**src/bio_pkg.sv**
```systemverilog
package bio_pkg;

  // ************************************************************
  // register map, byte addresses in data space
  // ************************************************************
  localparam logic [7:0] port_a_data_addr      = 8'hc0;
  localparam logic [7:0] port_b_data_addr      = 8'hc1;
  localparam logic [7:0] port_c_data_addr      = 8'hc3;
  localparam logic [7:0] port_a_direction_addr = 8'hc4;
  localparam logic [7:0] port_b_direction_addr = 8'hc5;
  localparam logic [7:0] port_c_direction_addr = 8'hc6;
  localparam logic [7:0] port_a_option_addr    = 8'hcc;
  localparam logic [7:0] port_b_option_addr    = 8'hcd;
  localparam logic [7:0] port_c_option_addr    = 8'hcf;

  // ************************************************************
  // reset values and implemented lines
  // ************************************************************
  localparam logic [7:0] port_reset_value   = 8'h00;
  localparam logic [7:0] port_c_option_rst  = 8'hff;
  localparam logic [7:0] port_c_data_rst    = 8'hff;
  localparam logic [7:0] port_a_impl_mask   = 8'he0;
  localparam logic [7:0] port_b_impl_mask   = 8'hff;
  localparam logic [7:0] port_c_impl_mask   = 8'hff;
  localparam logic [7:0] unimpl_read_value  = 8'h00;
  localparam logic [7:0] analog_a_mask      = 8'he0;
  localparam logic [7:0] analog_b_mask      = 8'h0f;

  // ************************************************************
  // field positions and per-line modes
  // ************************************************************
  localparam int spi_clk_bit  = 5;
  localparam int spi_din_bit  = 6;
  localparam int spi_dout_bit = 7;

  typedef enum logic [2:0] {
    mode_in_pullup,
    mode_in_float,
    mode_in_irq,
    mode_in_special,
    mode_out_open_drain,
    mode_out_push_pull
  } bio_mode_type;

endpackage

```
**src/bio_line.sv**
```systemverilog
`timescale 1ns/10ps
// one I/O line: mode decode, pad drive and pin synchroniser
module bio_line
  import bio_pkg::*;
#(
  parameter bit analog_able = 1'b0,
  parameter bit lcd_able    = 1'b0,
  parameter bit spi_out     = 1'b0
) (
  // clock and reset
  input  wire logic core_clk,
  input  wire logic reset,
  // configuration
  input  wire logic direction_bit,
  input  wire logic option_bit,
  input  wire logic line_data_bit,
  // alternate sources
  input  wire logic lcd_segment_in,
  input  wire logic spi_tx_in,
  // pad
  input  wire logic pin_in,
  output logic      pin_out,
  output logic      pin_oe,
  output logic      pullup_en,
  output logic      pin_level,
  output logic      irq_line,
  output logic      analog_sel,
  output logic      lcd_sel
);

  logic         sync1_q;
  logic         sync2_q;
  bio_mode_type mode;

  // decode of direction, option and data bits
  always_comb begin
    case ({direction_bit, option_bit, line_data_bit})
      3'h0:    mode = mode_in_pullup;
      3'h1:    mode = mode_in_float;
      3'h2:    mode = mode_in_irq;
      3'h3:    mode = mode_in_special;
      3'h4,
      3'h5:    mode = mode_out_open_drain;
      3'h6,
      3'h7:    mode = mode_out_push_pull;
      default: mode = mode_in_pullup;
    endcase
  end

  // pin passes two flops; the first is read only by the second
  always_ff @(posedge core_clk) begin
    if (reset) begin
      sync1_q <= 1'b1;
      sync2_q <= 1'b1;
    end else begin
      sync1_q <= pin_in;
      sync2_q <= sync1_q;
    end
  end

  // registered pad controls, so outputs come from flops
  always_ff @(posedge core_clk) begin
    if (reset) begin
      pin_out    <= 1'b0;
      pin_oe     <= 1'b0;
      pullup_en  <= 1'b1;
      pin_level  <= 1'b1;
      irq_line   <= 1'b0;
      analog_sel <= 1'b0;
      lcd_sel    <= 1'b0;
    end else begin
      pin_level  <= sync2_q;
      pullup_en  <= (mode == mode_in_pullup) || (mode == mode_in_irq);
      irq_line   <= (mode == mode_in_irq) && sync2_q;
      analog_sel <= analog_able && (mode == mode_in_special);
      lcd_sel    <= lcd_able && (mode == mode_in_special);
      case (mode)
        // open drain only pulls low; serial data leaves here on the spi line
        mode_out_open_drain: begin
          pin_out <= 1'b0;
          pin_oe  <= spi_out ? !(line_data_bit && spi_tx_in) : !line_data_bit;
        end
        // push-pull carries only the latch, never the serial data
        mode_out_push_pull: begin
          pin_out <= line_data_bit;
          pin_oe  <= 1'b1;
        end
        mode_in_special: begin
          pin_out <= lcd_able ? lcd_segment_in : 1'b0;
          pin_oe  <= lcd_able;
        end
        default: begin
          pin_out <= 1'b0;
          pin_oe  <= 1'b0;
        end
      endcase
    end
  end

endmodule

```
**src/bio_port.sv**
```systemverilog
// Operation
// - input decode: 00 pull-up, 01 floating, 10 pull-up with interrupt, 11 analog
// - output: option 0 open-drain, option 1 push-pull; data is level only
// - analog mode routes line to converter mux; only PA5-PA7 and PB0-PB3
// - input-mode reads return pin level; writes still update the latch
// - digital input on all lines; reset gives pull-up input except port C
// - port C combination 011 selects LCD segment; also its reset state
// - port C lines in LCD mode carry segments 33 to 40 in order
// - serial clock and data-in work in any input mode, pins still readable
// - serial out line carries transmit data only as open-drain output
// - option and direction registers 8 bits, bit n for line n, read-write; port A bits 0-4 fixed at zero
// - initialization clears port A and B registers: pull-up inputs without interrupt
// - interrupt-mode inputs feed interrupt system with software trigger mode
`timescale 1ns/10ps
module bio_port
  import bio_pkg::*;
(
  // clock and reset
  input  wire logic        core_clk,
  input  wire logic        reset,
  // data-space access
  input  wire logic [7:0]  ds_addr,
  input  wire logic        ds_wr,
  input  wire logic        ds_rd,
  input  wire logic [7:0]  ds_wdata,
  output logic      [7:0]  ds_rdata,
  output logic             ds_hit,
  // pads, ports a b c as one 24-bit vector
  input  wire logic [23:0] pin_in,
  output logic      [23:0] pin_out,
  output logic      [23:0] pin_oe,
  output logic      [23:0] pullup_en,
  // interrupt system, one level per line
  output logic      [23:0] irq_line,
  // converter multiplexer selects, PA5-PA7 then PB0-PB3
  output logic      [6:0]  analog_sel,
  // lcd controller
  input  wire logic [7:0]  lcd_segment_outputs,
  output logic      [7:0]  lcd_sel,
  // serial peripheral
  input  wire logic        spi_tx,
  output logic             spi_clk_in,
  output logic             spi_data_in
);

  // ************************************************************
  // configuration registers
  // ************************************************************
  logic [7:0]  dir_a_q;
  logic [7:0]  dir_b_q;
  logic [7:0]  dir_c_q;
  logic [7:0]  opt_a_q;
  logic [7:0]  opt_b_q;
  logic [7:0]  opt_c_q;
  logic [7:0]  dat_a_q;
  logic [7:0]  dat_b_q;
  logic [7:0]  port_c_data_latch_q;
  logic [23:0] level;
  logic [23:0] asel;
  logic [23:0] lsel;
  logic [23:0] dir_all;
  logic [23:0] opt_all;
  logic [23:0] dat_all;
  logic [7:0]  wmask;
  logic [7:0]  rd_d;
  logic        hit_d;
  // one write strobe per register, decoded once
  logic        we_dir_a;
  logic        we_dir_b;
  logic        we_dir_c;
  logic        we_opt_a;
  logic        we_opt_b;
  logic        we_opt_c;
  logic        we_dat_a;
  logic        we_dat_b;
  logic        we_dat_c;
  // write data after the per-port mask
  logic [7:0]  wr_val;
  // data register read values, one per port
  logic [7:0]  rd_dat_a;
  logic [7:0]  rd_dat_b;
  logic [7:0]  rd_dat_c;

  // flat views of the registers, line g at bit g
  assign dir_all = {dir_c_q, dir_b_q, dir_a_q};
  assign opt_all = {opt_c_q, opt_b_q, opt_a_q};
  assign dat_all = {port_c_data_latch_q, dat_b_q, dat_a_q};

  // ************************************************************
  // write masks
  // ************************************************************
  // write mask per port so unimplemented bits stay fixed
  always_comb begin
    case (ds_addr)
      port_a_data_addr, port_a_direction_addr, port_a_option_addr: wmask = port_a_impl_mask;
      port_b_data_addr, port_b_direction_addr, port_b_option_addr: wmask = port_b_impl_mask;
      default:                                                     wmask = port_c_impl_mask;
    endcase
  end

  // absent port a bits keep their reset zero, so those lines idle as pulled-up inputs
  assign wr_val = ds_wdata & wmask;

  // ************************************************************
  // write decode
  // ************************************************************
  // a strobe needs ds_wr and an exact address match; unmapped writes change nothing
  // a data write lands even for input lines, since it picks the input flavour
  assign we_dir_a = ds_wr && (ds_addr == port_a_direction_addr);
  assign we_dir_b = ds_wr && (ds_addr == port_b_direction_addr);
  assign we_dir_c = ds_wr && (ds_addr == port_c_direction_addr);
  assign we_opt_a = ds_wr && (ds_addr == port_a_option_addr);
  assign we_opt_b = ds_wr && (ds_addr == port_b_option_addr);
  assign we_opt_c = ds_wr && (ds_addr == port_c_option_addr);
  assign we_dat_a = ds_wr && (ds_addr == port_a_data_addr);
  assign we_dat_b = ds_wr && (ds_addr == port_b_data_addr);
  assign we_dat_c = ds_wr && (ds_addr == port_c_data_addr);

  // ************************************************************
  // register storage, one process per register
  // ************************************************************
  // port a direction
  always_ff @(posedge core_clk) begin
    if (reset) begin
      dir_a_q <= port_reset_value;
    end else if (we_dir_a) begin
      dir_a_q <= wr_val;
    end
  end

  // port b direction
  always_ff @(posedge core_clk) begin
    if (reset) begin
      dir_b_q <= port_reset_value;
    end else if (we_dir_b) begin
      dir_b_q <= wr_val;
    end
  end

  // port c direction
  always_ff @(posedge core_clk) begin
    if (reset) begin
      dir_c_q <= port_reset_value;
    end else if (we_dir_c) begin
      dir_c_q <= wr_val;
    end
  end

  // port a option
  always_ff @(posedge core_clk) begin
    if (reset) begin
      opt_a_q <= port_reset_value;
    end else if (we_opt_a) begin
      opt_a_q <= wr_val;
    end
  end

  // port b option
  always_ff @(posedge core_clk) begin
    if (reset) begin
      opt_b_q <= port_reset_value;
    end else if (we_opt_b) begin
      opt_b_q <= wr_val;
    end
  end

  // port c option; port c comes up in lcd mode
  always_ff @(posedge core_clk) begin
    if (reset) begin
      opt_c_q <= port_c_option_rst;
    end else if (we_opt_c) begin
      opt_c_q <= wr_val;
    end
  end

  // port a data latch
  always_ff @(posedge core_clk) begin
    if (reset) begin
      dat_a_q <= port_reset_value;
    end else if (we_dat_a) begin
      dat_a_q <= wr_val;
    end
  end

  // port b data latch
  always_ff @(posedge core_clk) begin
    if (reset) begin
      dat_b_q <= port_reset_value;
    end else if (we_dat_b) begin
      dat_b_q <= wr_val;
    end
  end

  // port c data latch; ones here together with the options give lcd mode
  always_ff @(posedge core_clk) begin
    if (reset) begin
      port_c_data_latch_q <= port_c_data_rst;
    end else if (we_dat_c) begin
      port_c_data_latch_q <= wr_val;
    end
  end

  // ************************************************************
  // per-line logic
  // ************************************************************
  // every line has its own instance, the five absent port a lines too;
  // their registers stay masked to zero, so they idle as pulled-up inputs
  genvar g;
  generate
    for (g = 0; g < 24; g++) begin : g_line
      bio_line #(
        .analog_able ((g >= 5 && g <= 11) ? 1'b1 : 1'b0),
        .lcd_able    ((g >= 16) ? 1'b1 : 1'b0),
        .spi_out     ((g == 8 + spi_dout_bit) ? 1'b1 : 1'b0)
      ) u_line (
        .core_clk       (core_clk),
        .reset          (reset),
        .direction_bit  (dir_all[g]),
        .option_bit     (opt_all[g]),
        .line_data_bit  (dat_all[g]),
        .lcd_segment_in ((g >= 16) ? lcd_segment_outputs[g % 8] : 1'b0),
        .spi_tx_in      (spi_tx),
        .pin_in         (pin_in[g]),
        .pin_out        (pin_out[g]),
        .pin_oe         (pin_oe[g]),
        .pullup_en      (pullup_en[g]),
        .pin_level      (level[g]),
        .irq_line       (irq_line[g]),
        .analog_sel     (asel[g]),
        .lcd_sel        (lsel[g])
      );
    end
  endgenerate

  // ************************************************************
  // alternate-function outputs
  // ************************************************************
  // selects are already flops inside each line
  assign analog_sel = asel[11:5];
  assign lcd_sel    = lsel[23:16];

  // serial inputs taken from the synchronised level in any input mode
  always_ff @(posedge core_clk) begin
    if (reset) begin
      spi_clk_in  <= 1'b0;
      spi_data_in <= 1'b0;
    end else begin
      spi_clk_in  <= level[8 + spi_clk_bit];
      spi_data_in <= level[8 + spi_din_bit];
    end
  end

  // ************************************************************
  // read path, one cycle after ds_rd
  // ************************************************************
  // output bits read back the latch, input bits the synchronised pin;
  // analog and lcd lines count as inputs here, so their reads show the pin
  assign rd_dat_a = (dat_a_q & dir_a_q) | (level[7:0] & ~dir_a_q);
  assign rd_dat_b = (dat_b_q & dir_b_q) | (level[15:8] & ~dir_b_q);
  assign rd_dat_c = (port_c_data_latch_q & dir_c_q) | (level[23:16] & ~dir_c_q);

  // register select for the read answer
  always_comb begin
    hit_d = 1'b1;
    case (ds_addr)
      port_a_data_addr:      rd_d = rd_dat_a;
      port_b_data_addr:      rd_d = rd_dat_b;
      port_c_data_addr:      rd_d = rd_dat_c;
      port_a_direction_addr: rd_d = dir_a_q;
      port_b_direction_addr: rd_d = dir_b_q;
      port_c_direction_addr: rd_d = dir_c_q;
      port_a_option_addr:    rd_d = opt_a_q;
      port_b_option_addr:    rd_d = opt_b_q;
      port_c_option_addr:    rd_d = opt_c_q;
      default: begin
        rd_d  = 8'h00;
        hit_d = 1'b0;
      end
    endcase
    if (ds_addr == port_a_data_addr) begin
      rd_d = (rd_d & port_a_impl_mask) | (unimpl_read_value & ~port_a_impl_mask);
    end
  end

  // ************************************************************
  // read answer
  // ************************************************************
  // read answer register; zero outside a read so a stale byte never lingers
  always_ff @(posedge core_clk) begin
    if (reset) begin
      ds_rdata <= 8'h00;
      ds_hit   <= 1'b0;
    end else begin
      ds_rdata <= ds_rd ? rd_d : 8'h00;
      ds_hit   <= ds_rd && hit_d;
    end
  end

endmodule

```
**config.mk**
```make
export PLATFORM = sky130hd
export DESIGN_NAME = bio_port
export DESIGN_NICKNAME = d
export VERILOG_FILES = /design/src/bio_pkg.sv /design/src/bio_line.sv /design/src/bio_port.sv
export SDC_FILE = /design/constraint.sdc
export NUM_CORES = 1
export LEC_CHECK = 0
export ABC_AREA = 1
export BUFFER_PORTS_ARGS = -buffer_cell sky130_fd_sc_hd__buf_2
export CORE_MARGIN = 5
export CORE_UTILIZATION = 35
export DETAILED_ROUTE_END_ITERATION = 10
export PLACE_DENSITY = 0.66
export SLEW_MARGIN = 0
export SYNTH_ARGS = -nofsm -noshare
export SYNTH_HDL_FRONTEND = slang
export SYNTH_SLANG_ARGS = --single-unit
```
**constraint.sdc**
```tcl
create_clock -name core_clk -period 1.9 [get_ports core_clk]
set_clock_uncertainty 0.15 [all_clocks]
set_input_delay 0.095 -clock core_clk [delete_from_list [all_inputs] [get_ports core_clk]]
set_output_delay 0.095 -clock core_clk [all_outputs]
set_load 0.02 [all_outputs]
```
Word level (Yosys, flattened, before mapping)
Memories as Yosys holds them, arrays and structs flattened.
Index checks and enable logic that the tools add are counted.
Widths: inputs -> output; s select.
{"block": "op_classes", "n_eq_ne": 96, "mux": 35, "bitwise": 30, "reduce_logical": 135}
{"operator": "$eq 3x3->1 const B", "count": 48}
{"operator": "$eq 3x2->1 const B", "count": 39}
{"operator": "$eq 8x8->1 const B", "count": 9}
{"operator": "$logic_not 3->1", "count": 24}
{"operator": "$pmux 8 s9", "count": 1}
{"operator": "$pmux 1 s2", "count": 32}
{"operator": "$and 8x8->8", "count": 7}
{"operator": "$reduce_or 2->1", "count": 25}
{"operator": "$logic_and 1x1->1", "count": 35}
{"operator": "$logic_not 1->1", "count": 24}
{"operator": "$logic_or 1x1->1", "count": 24}
{"operator": "$not 8->8", "count": 3}
{"operator": "$or 8x8->8", "count": 3}
{"operator": "$not 1->1", "count": 17}
{"operator": "$reduce_or 9->1", "count": 1}
{"operator": "$reduce_or 3->1", "count": 2}
{"operator": "$mux 5", "count": 1}
{"operator": "$mux 1", "count": 1}
{"block": "word_totals", "regBits": 266, "mem_bits_ro": 576, "word_cells": 517, "mem_count": 24}
{"name": "(name not given)", "depth": 8, "width": 3, "rd": 1, "rd_clocked_by_memory_dff": 0, "wr": 0, "line_no": "bio_line.sv:37", "text": "case ({direction_bit, option_bit, line_data_bit})"}
{"name": "(name not given)", "depth": 8, "width": 3, "rd": 1, "rd_clocked_by_memory_dff": 0, "wr": 0, "line_no": "bio_line.sv:37"}
{"name": "(name not given)", "depth": 8, "width": 3, "rd": 1, "rd_clocked_by_memory_dff": 0, "wr": 0, "line_no": "bio_line.sv:37"}
{"name": "(name not given)", "depth": 8, "width": 3, "rd": 1, "rd_clocked_by_memory_dff": 0, "wr": 0, "line_no": "bio_line.sv:37"}
{"name": "(name not given)", "depth": 8, "width": 3, "rd": 1, "rd_clocked_by_memory_dff": 0, "wr": 0, "line_no": "bio_line.sv:37"}
{"name": "(name not given)", "depth": 8, "width": 3, "rd": 1, "rd_clocked_by_memory_dff": 0, "wr": 0, "line_no": "bio_line.sv:37"}
{"name": "+18 memories"}

Logic depth before layout (Yosys ltp)
{"block": "depth", "ltp_word": 4, "ltp_mapped": 11, "depth_no_buf": 9}

By module
From an unflattened synthesis, not the netlist that was laid out.
{"block": "unflattened", "hier_cells": 1151, "hier_area_um2": 9511.6}
{"module": "bio_port", "instances": 1, "cells_per_inst": 537, "area_each_um2": 3786.1}
{"module": "bio_line at g_line[16].u_line ...", "instances": 8, "cells_per_inst": 26, "area_each_um2": 241.5}
{"module": "bio_line at g_line[10].u_line ...", "instances": 7, "cells_per_inst": 26, "area_each_um2": 246.5}
{"module": "bio_line at g_line[12].u_line ...", "instances": 5, "cells_per_inst": 25, "area_each_um2": 234.0}
{"module": "bio_line at g_line[0].u_line ...", "instances": 3, "cells_per_inst": 24, "area_each_um2": 221.5}
{"module": "bio_line at g_line[15].u_line", "instances": 1, "cells_per_inst": 27, "area_each_um2": 234.0}

Worst setup path before layout
OpenSTA, ideal clock, no wires.
{"block": "synth_timing", "path_kind": "input to register", "start": "input ds_addr[5]", "end": "register opt_a_q[5]", "arrival_ps": 1024, "required_time_ps": 1631, "path_slack_ps": 606, "stages": 8, "cell_sequence": "inv_1 nand2_2 nor2_8 buf_6 buf_4 nand3_2 o21ai_0 a21oi_1"}
{"block": "synth_between", "elab_chain_len": 2}
{"element": "start: declaration", "line_no": "bio_port.sv:22", "text": "input wire logic [7:0] ds_addr,"}
{"element": "$eq 8x8->1", "line_no": "bio_port.sv:112", "text": "assign we_opt_a = ds_wr && (ds_addr == port_a_option_addr);"}
{"element": "$logic_and 1x1->1", "line_no": "bio_port.sv:112"}
{"element": "end signal: assignment", "line_no": "bio_port.sv:152", "text": "opt_a_q <= port_reset_value;"}
{"element": "end signal: assignment", "line_no": "bio_port.sv:154", "text": "opt_a_q <= wr_val;"}
{"element": "end: declaration", "line_no": "bio_port.sv:52", "text": "logic [7:0] opt_a_q;"}
Every way passes these cells.
A chain may end at the register's enable or synchronous reset.

Worst setup path after layout
{"block": "layout_timing", "start": "input ds_addr[1]", "end": "register dir_b_q[0]"}
{"block": "layout_between", "elab_chain_len": 4, "elab_cells_between_ends": 8, "cone_classes": "eq/ne (4); mux (1); bitwise (1); reduce/logical (2)"}
{"element": "$eq 8x8->1", "line_no": "bio_port.sv:94", "text": "case (ds_addr)"}
{"element": "$reduce_or 3->1", "line_no": "bio_port.sv:94"}
{"element": "$mux 5", "line_no": "bio_port.sv:94"}
{"element": "$and 8x8->8", "line_no": "bio_port.sv:102", "text": "assign wr_val = ds_wdata & wmask;"}
{"element": "end signal: assignment", "line_no": "bio_port.sv:134", "text": "dir_b_q <= port_reset_value;"}
{"element": "end signal: assignment", "line_no": "bio_port.sv:136", "text": "dir_b_q <= wr_val;"}
{"element": "end: declaration", "line_no": "bio_port.sv:50", "text": "logic [7:0] dir_b_q;"}
Parallel ways exist; a longest one is shown, timed or not.

==> impl_metrics.csv <==
group,metric,value,unit
setup_path,start_kind,"input pin",
sta,timing.fmax,569,MHz
floorplanning,dieArea,31100,um2
setup_path,crit_type,"input pin to flip-flop",
clock_tree,ctsLongestPathBuffers,3,
clock_tree,clock_latency,0.52,ns
status,violations,"negative hold slack",
sta,tightest_slew,0.500,ns
sta,hold_viol,1,
logic_synthesis,synthAdderAreaFrac,0,%
sta,min_period,1.76,ns
cells_and_area,final_nets,1249,
global_route,grt_use_total,15.6,%
setup_path,cp_top_family,"buffers and inverters",
cells_and_area,antenna_cells,0,
sta,fin_crit_sh,92.5,%
logic_synthesis,yosys.area_share.simple,21.3,%
cells_and_area,final_cell_mix,"dfxtp_1, buf_2, inv_1, nand2_1, nand3_1",
sta,rsz0062_at_grt,"false",
placement,place_congestion,0.868,
drt,viasPerCell,4.53,
setup_path,ff2ff_setup_slack,0.41,ns
sta,whs,-0.000528,ns
sta,max-slew-margin-rel,66.6,%
logic_synthesis,synth_warnings,0,
floorplanning,die_w,176,um
floorplanning,initial_core_util,35.2,%
floorplanning,top_level_ports,175,
job,cap_violations,0,
drt,drtAntennaViolNets,0,
cells_and_area,fill_cells,2707,
global_route,grt_antenna_before_repair,0,
drt,routed-via-count,7207,
global_route,grt_overflow,0,
worst_hold_path,hold_path_class,"input pin to flip-flop",
setup_path,crit_path_max_incr_delay,0.55,ns
sta,fin_tns_setup,0,ns
logic_synthesis,synth_nets,1126,
logic_synthesis,avgSynthCellArea,9.03,um2
status,status,"finished, violations left",
global_route,grt_start_max_net_pins,85,
clock_tree,root_buffer,"clkbuf_16",
pwr,power_density,1020,nW/um2
floorplanning,num_rows,61,
placement,dpl.hpwl,18300,um
logic_synthesis,synth_xor_area_share,0,%
placement,io_buffers,174,
logic_synthesis,netlist_instances,1073,
drt,drt_iter0_markers,458,
clock_tree,cts_sinks,261,
cells_and_area,syn2layout_area_growth,20.3,%
worst_hold_path,whs_path_depth,5,
drt,firstDrtPassIters,6,
drt,drc_errors,0,
pwr,peakVddDrop,0.526,mV
cells_and_area,final_common_cell,"dfxtp_1",
logic_synthesis,syn_area,9690,um2
drt,wire_per_inst,15.7,um
logic_synthesis,synth_top_family_by_area,"simple AND/OR/NAND/NOR gates",
floorplanning,die_y,176,um
setup_path,crit_path_top_delay_cell,"dlygate4sd3_1",
setup_path,reg2regPathDepth,9,
logic_synthesis,ys_ff_latch,261,
drt,wl,25100,um
floorplanning,core,27600,um2
clock_tree,cts_buffers,27,
pwr,p_leak,0.00513,uW
logic_synthesis,ys_seq_area_share,53.9,%
setup_path,crit_buf_inv,4,
clock_tree,cts_tree,"done",
logic_synthesis,ys_types,30,
global_route,grt_pass1_wl,38700,um
sta,setup_viol,0,
sta,drv_slew,0,
clock_tree,clkSlewWorstSetupHoldPaths,0.07,ns
setup_path,crit_fanout,7,
logic_synthesis,synth_compound_area_share,10.3,%
setup_path,path_depth,11,
pwr,power,11900,uW
clock_tree,cts_resized,0,
setup_path,cp.required,2.20,ns
logic_synthesis,synth_mux_area_share,0,%
setup_path,cp-end-kind,"flip-flop",
setup_path,worstPathArrival,2.06,ns
cells_and_area,drive_above_1_share,30.6,%
setup_path,path_cells,"dlygate4sd3_1 > buf_2 > inv_2 > nand2_4 > nor2_4 > buf_4 > nand2_2 > nand2_2 > a21oi_4 > nand2_4 > a21oi_2",
clock_tree,htree_levels,1,
global_route,grt_pass1_vias,6878,
-- cells in the mapped netlist, drive strengths merged --
| master | count | area (um2) |
|---|---|---|
| nand4 | 4 | 25.0 |
| o31ai | 1 | 7.51 |
| clkbuf | 26 | 97.6 |
| a21oi | 64 | 377 |
| nor2 | 62 | 347 |
| a211oi | 15 | 113 |
| nand3 | 86 | 435 |
| o21ai | 95 | 483 |
| nor4 | 27 | 169 |
| buf | 126 | 946 |
| nor3 | 37 | 185 |
| nand2 | 107 | 502 |
| dfxtp | 261 | 5230 |
| or2 | 64 | 400 |
| inv | 96 | 360 |
| o211ai | 2 | 15.0 |
-- metal layers --
metal / track usage [%] / part of all wire (%) / vias to the layer above / routed length [um]
met5: 0 / 0 / - / 0
met2: 25.6 / 46 / 218 / 11500
met3: 2.70 / 5.8 / 33 / 1450
met1: 21.9 / 47 / 3306 / 11700
met4: 3.13 / 1.7 / 0 / 417
li1: - / - / 3650 / -
-- path summary, 6_finish.rpt --
path / start / end
setup reg to reg: dir_c_q[7] / ds_rdata[7]
hold / removal: ds_addr[3] / opt_a_q[6]
setup / recovery: ds_addr[1] / dir_b_q[0]
hold reg to reg: g_line[11].u_line.sync1_q / g_line[11].u_line.sync2_q
-- area by class of cell --
type / instances / area, um2 / share of cell area (%)
flip-flops and latches: 261 / 5230 / 44.9
multi-input cells: 564 / 3060 / 26.3
repair buffers: 246 / 1550 / 13.3
clock buffers: 36 / 790 / 6.78
well taps: 378 / 473 / 4.06
inverters: 96 / 360 / 3.09
clock inverters: 11 / 189 / 1.62
-- cell families after synthesis --
group                  Yosys count
DFF                            261
buffers and inverters          248
and+or+nand+nor                387
AOI/OAI and AO/OA              177
-- repair_timing --
| item | CTS | global route |
|---|---|---|
| setup buffers | 0 | 2 |
| hold buffers | 47 | 0 |
| hold endpoints to repair | 117 | 0 |
| setup endpoints to repair | 0 | 2 |
-- power by group --
group	internal [uW]	total (uW)	switching, uW	leakage [uW]
Clock	3580	5720	2140	0.000479
Combinational	232	561	328	0.00253
Sequential	5580	5610	34.1	0.00213
Total	9390	11900	2510	0.00513
-- flip-flops by register name, summed over array words and instances, names as in the netlist, 19 cells and up --
name                     flops
g_line.u_line.sync2_q       24
g_line.u_line.pin_oe        24
g_line.u_line.pullup_en     24
g_line.u_line.pin_out       24
g_line.u_line.sync1_q       24
g_line.u_line.irq_line      24
g_line.u_line.pin_level     19
-- worst register-to-register path, cell delays in order (launching register included) --
cell and delay, ns:
dfxtp_1 0.49, inv_1 0.11, nand2_1 0.07, nand2_1 0.06
nand3_1 0.11, nand2_1 0.06, nor2_1 0.09, nand3_1 0.08
nand2_1 0.10, inv_1 0.06
-- through the flow --
step | area [um2] | instances | setup slack [ns] | utilization, %
floorplan | 9690 | 1073 | 0.606 | -
global placement | 10200 | 1497 | 0.210 | 37.0
detailed placement | 10200 | 1497 | 0.210 | 37.0
CTS | 11600 | 1591 | 0.110 | 42.3
global route | 11600 | 1592 | 0.0311 | 42.3
finish | 11600 | 1592 | 0.143 | 42.3
Power figures use the tool's default switching activity.
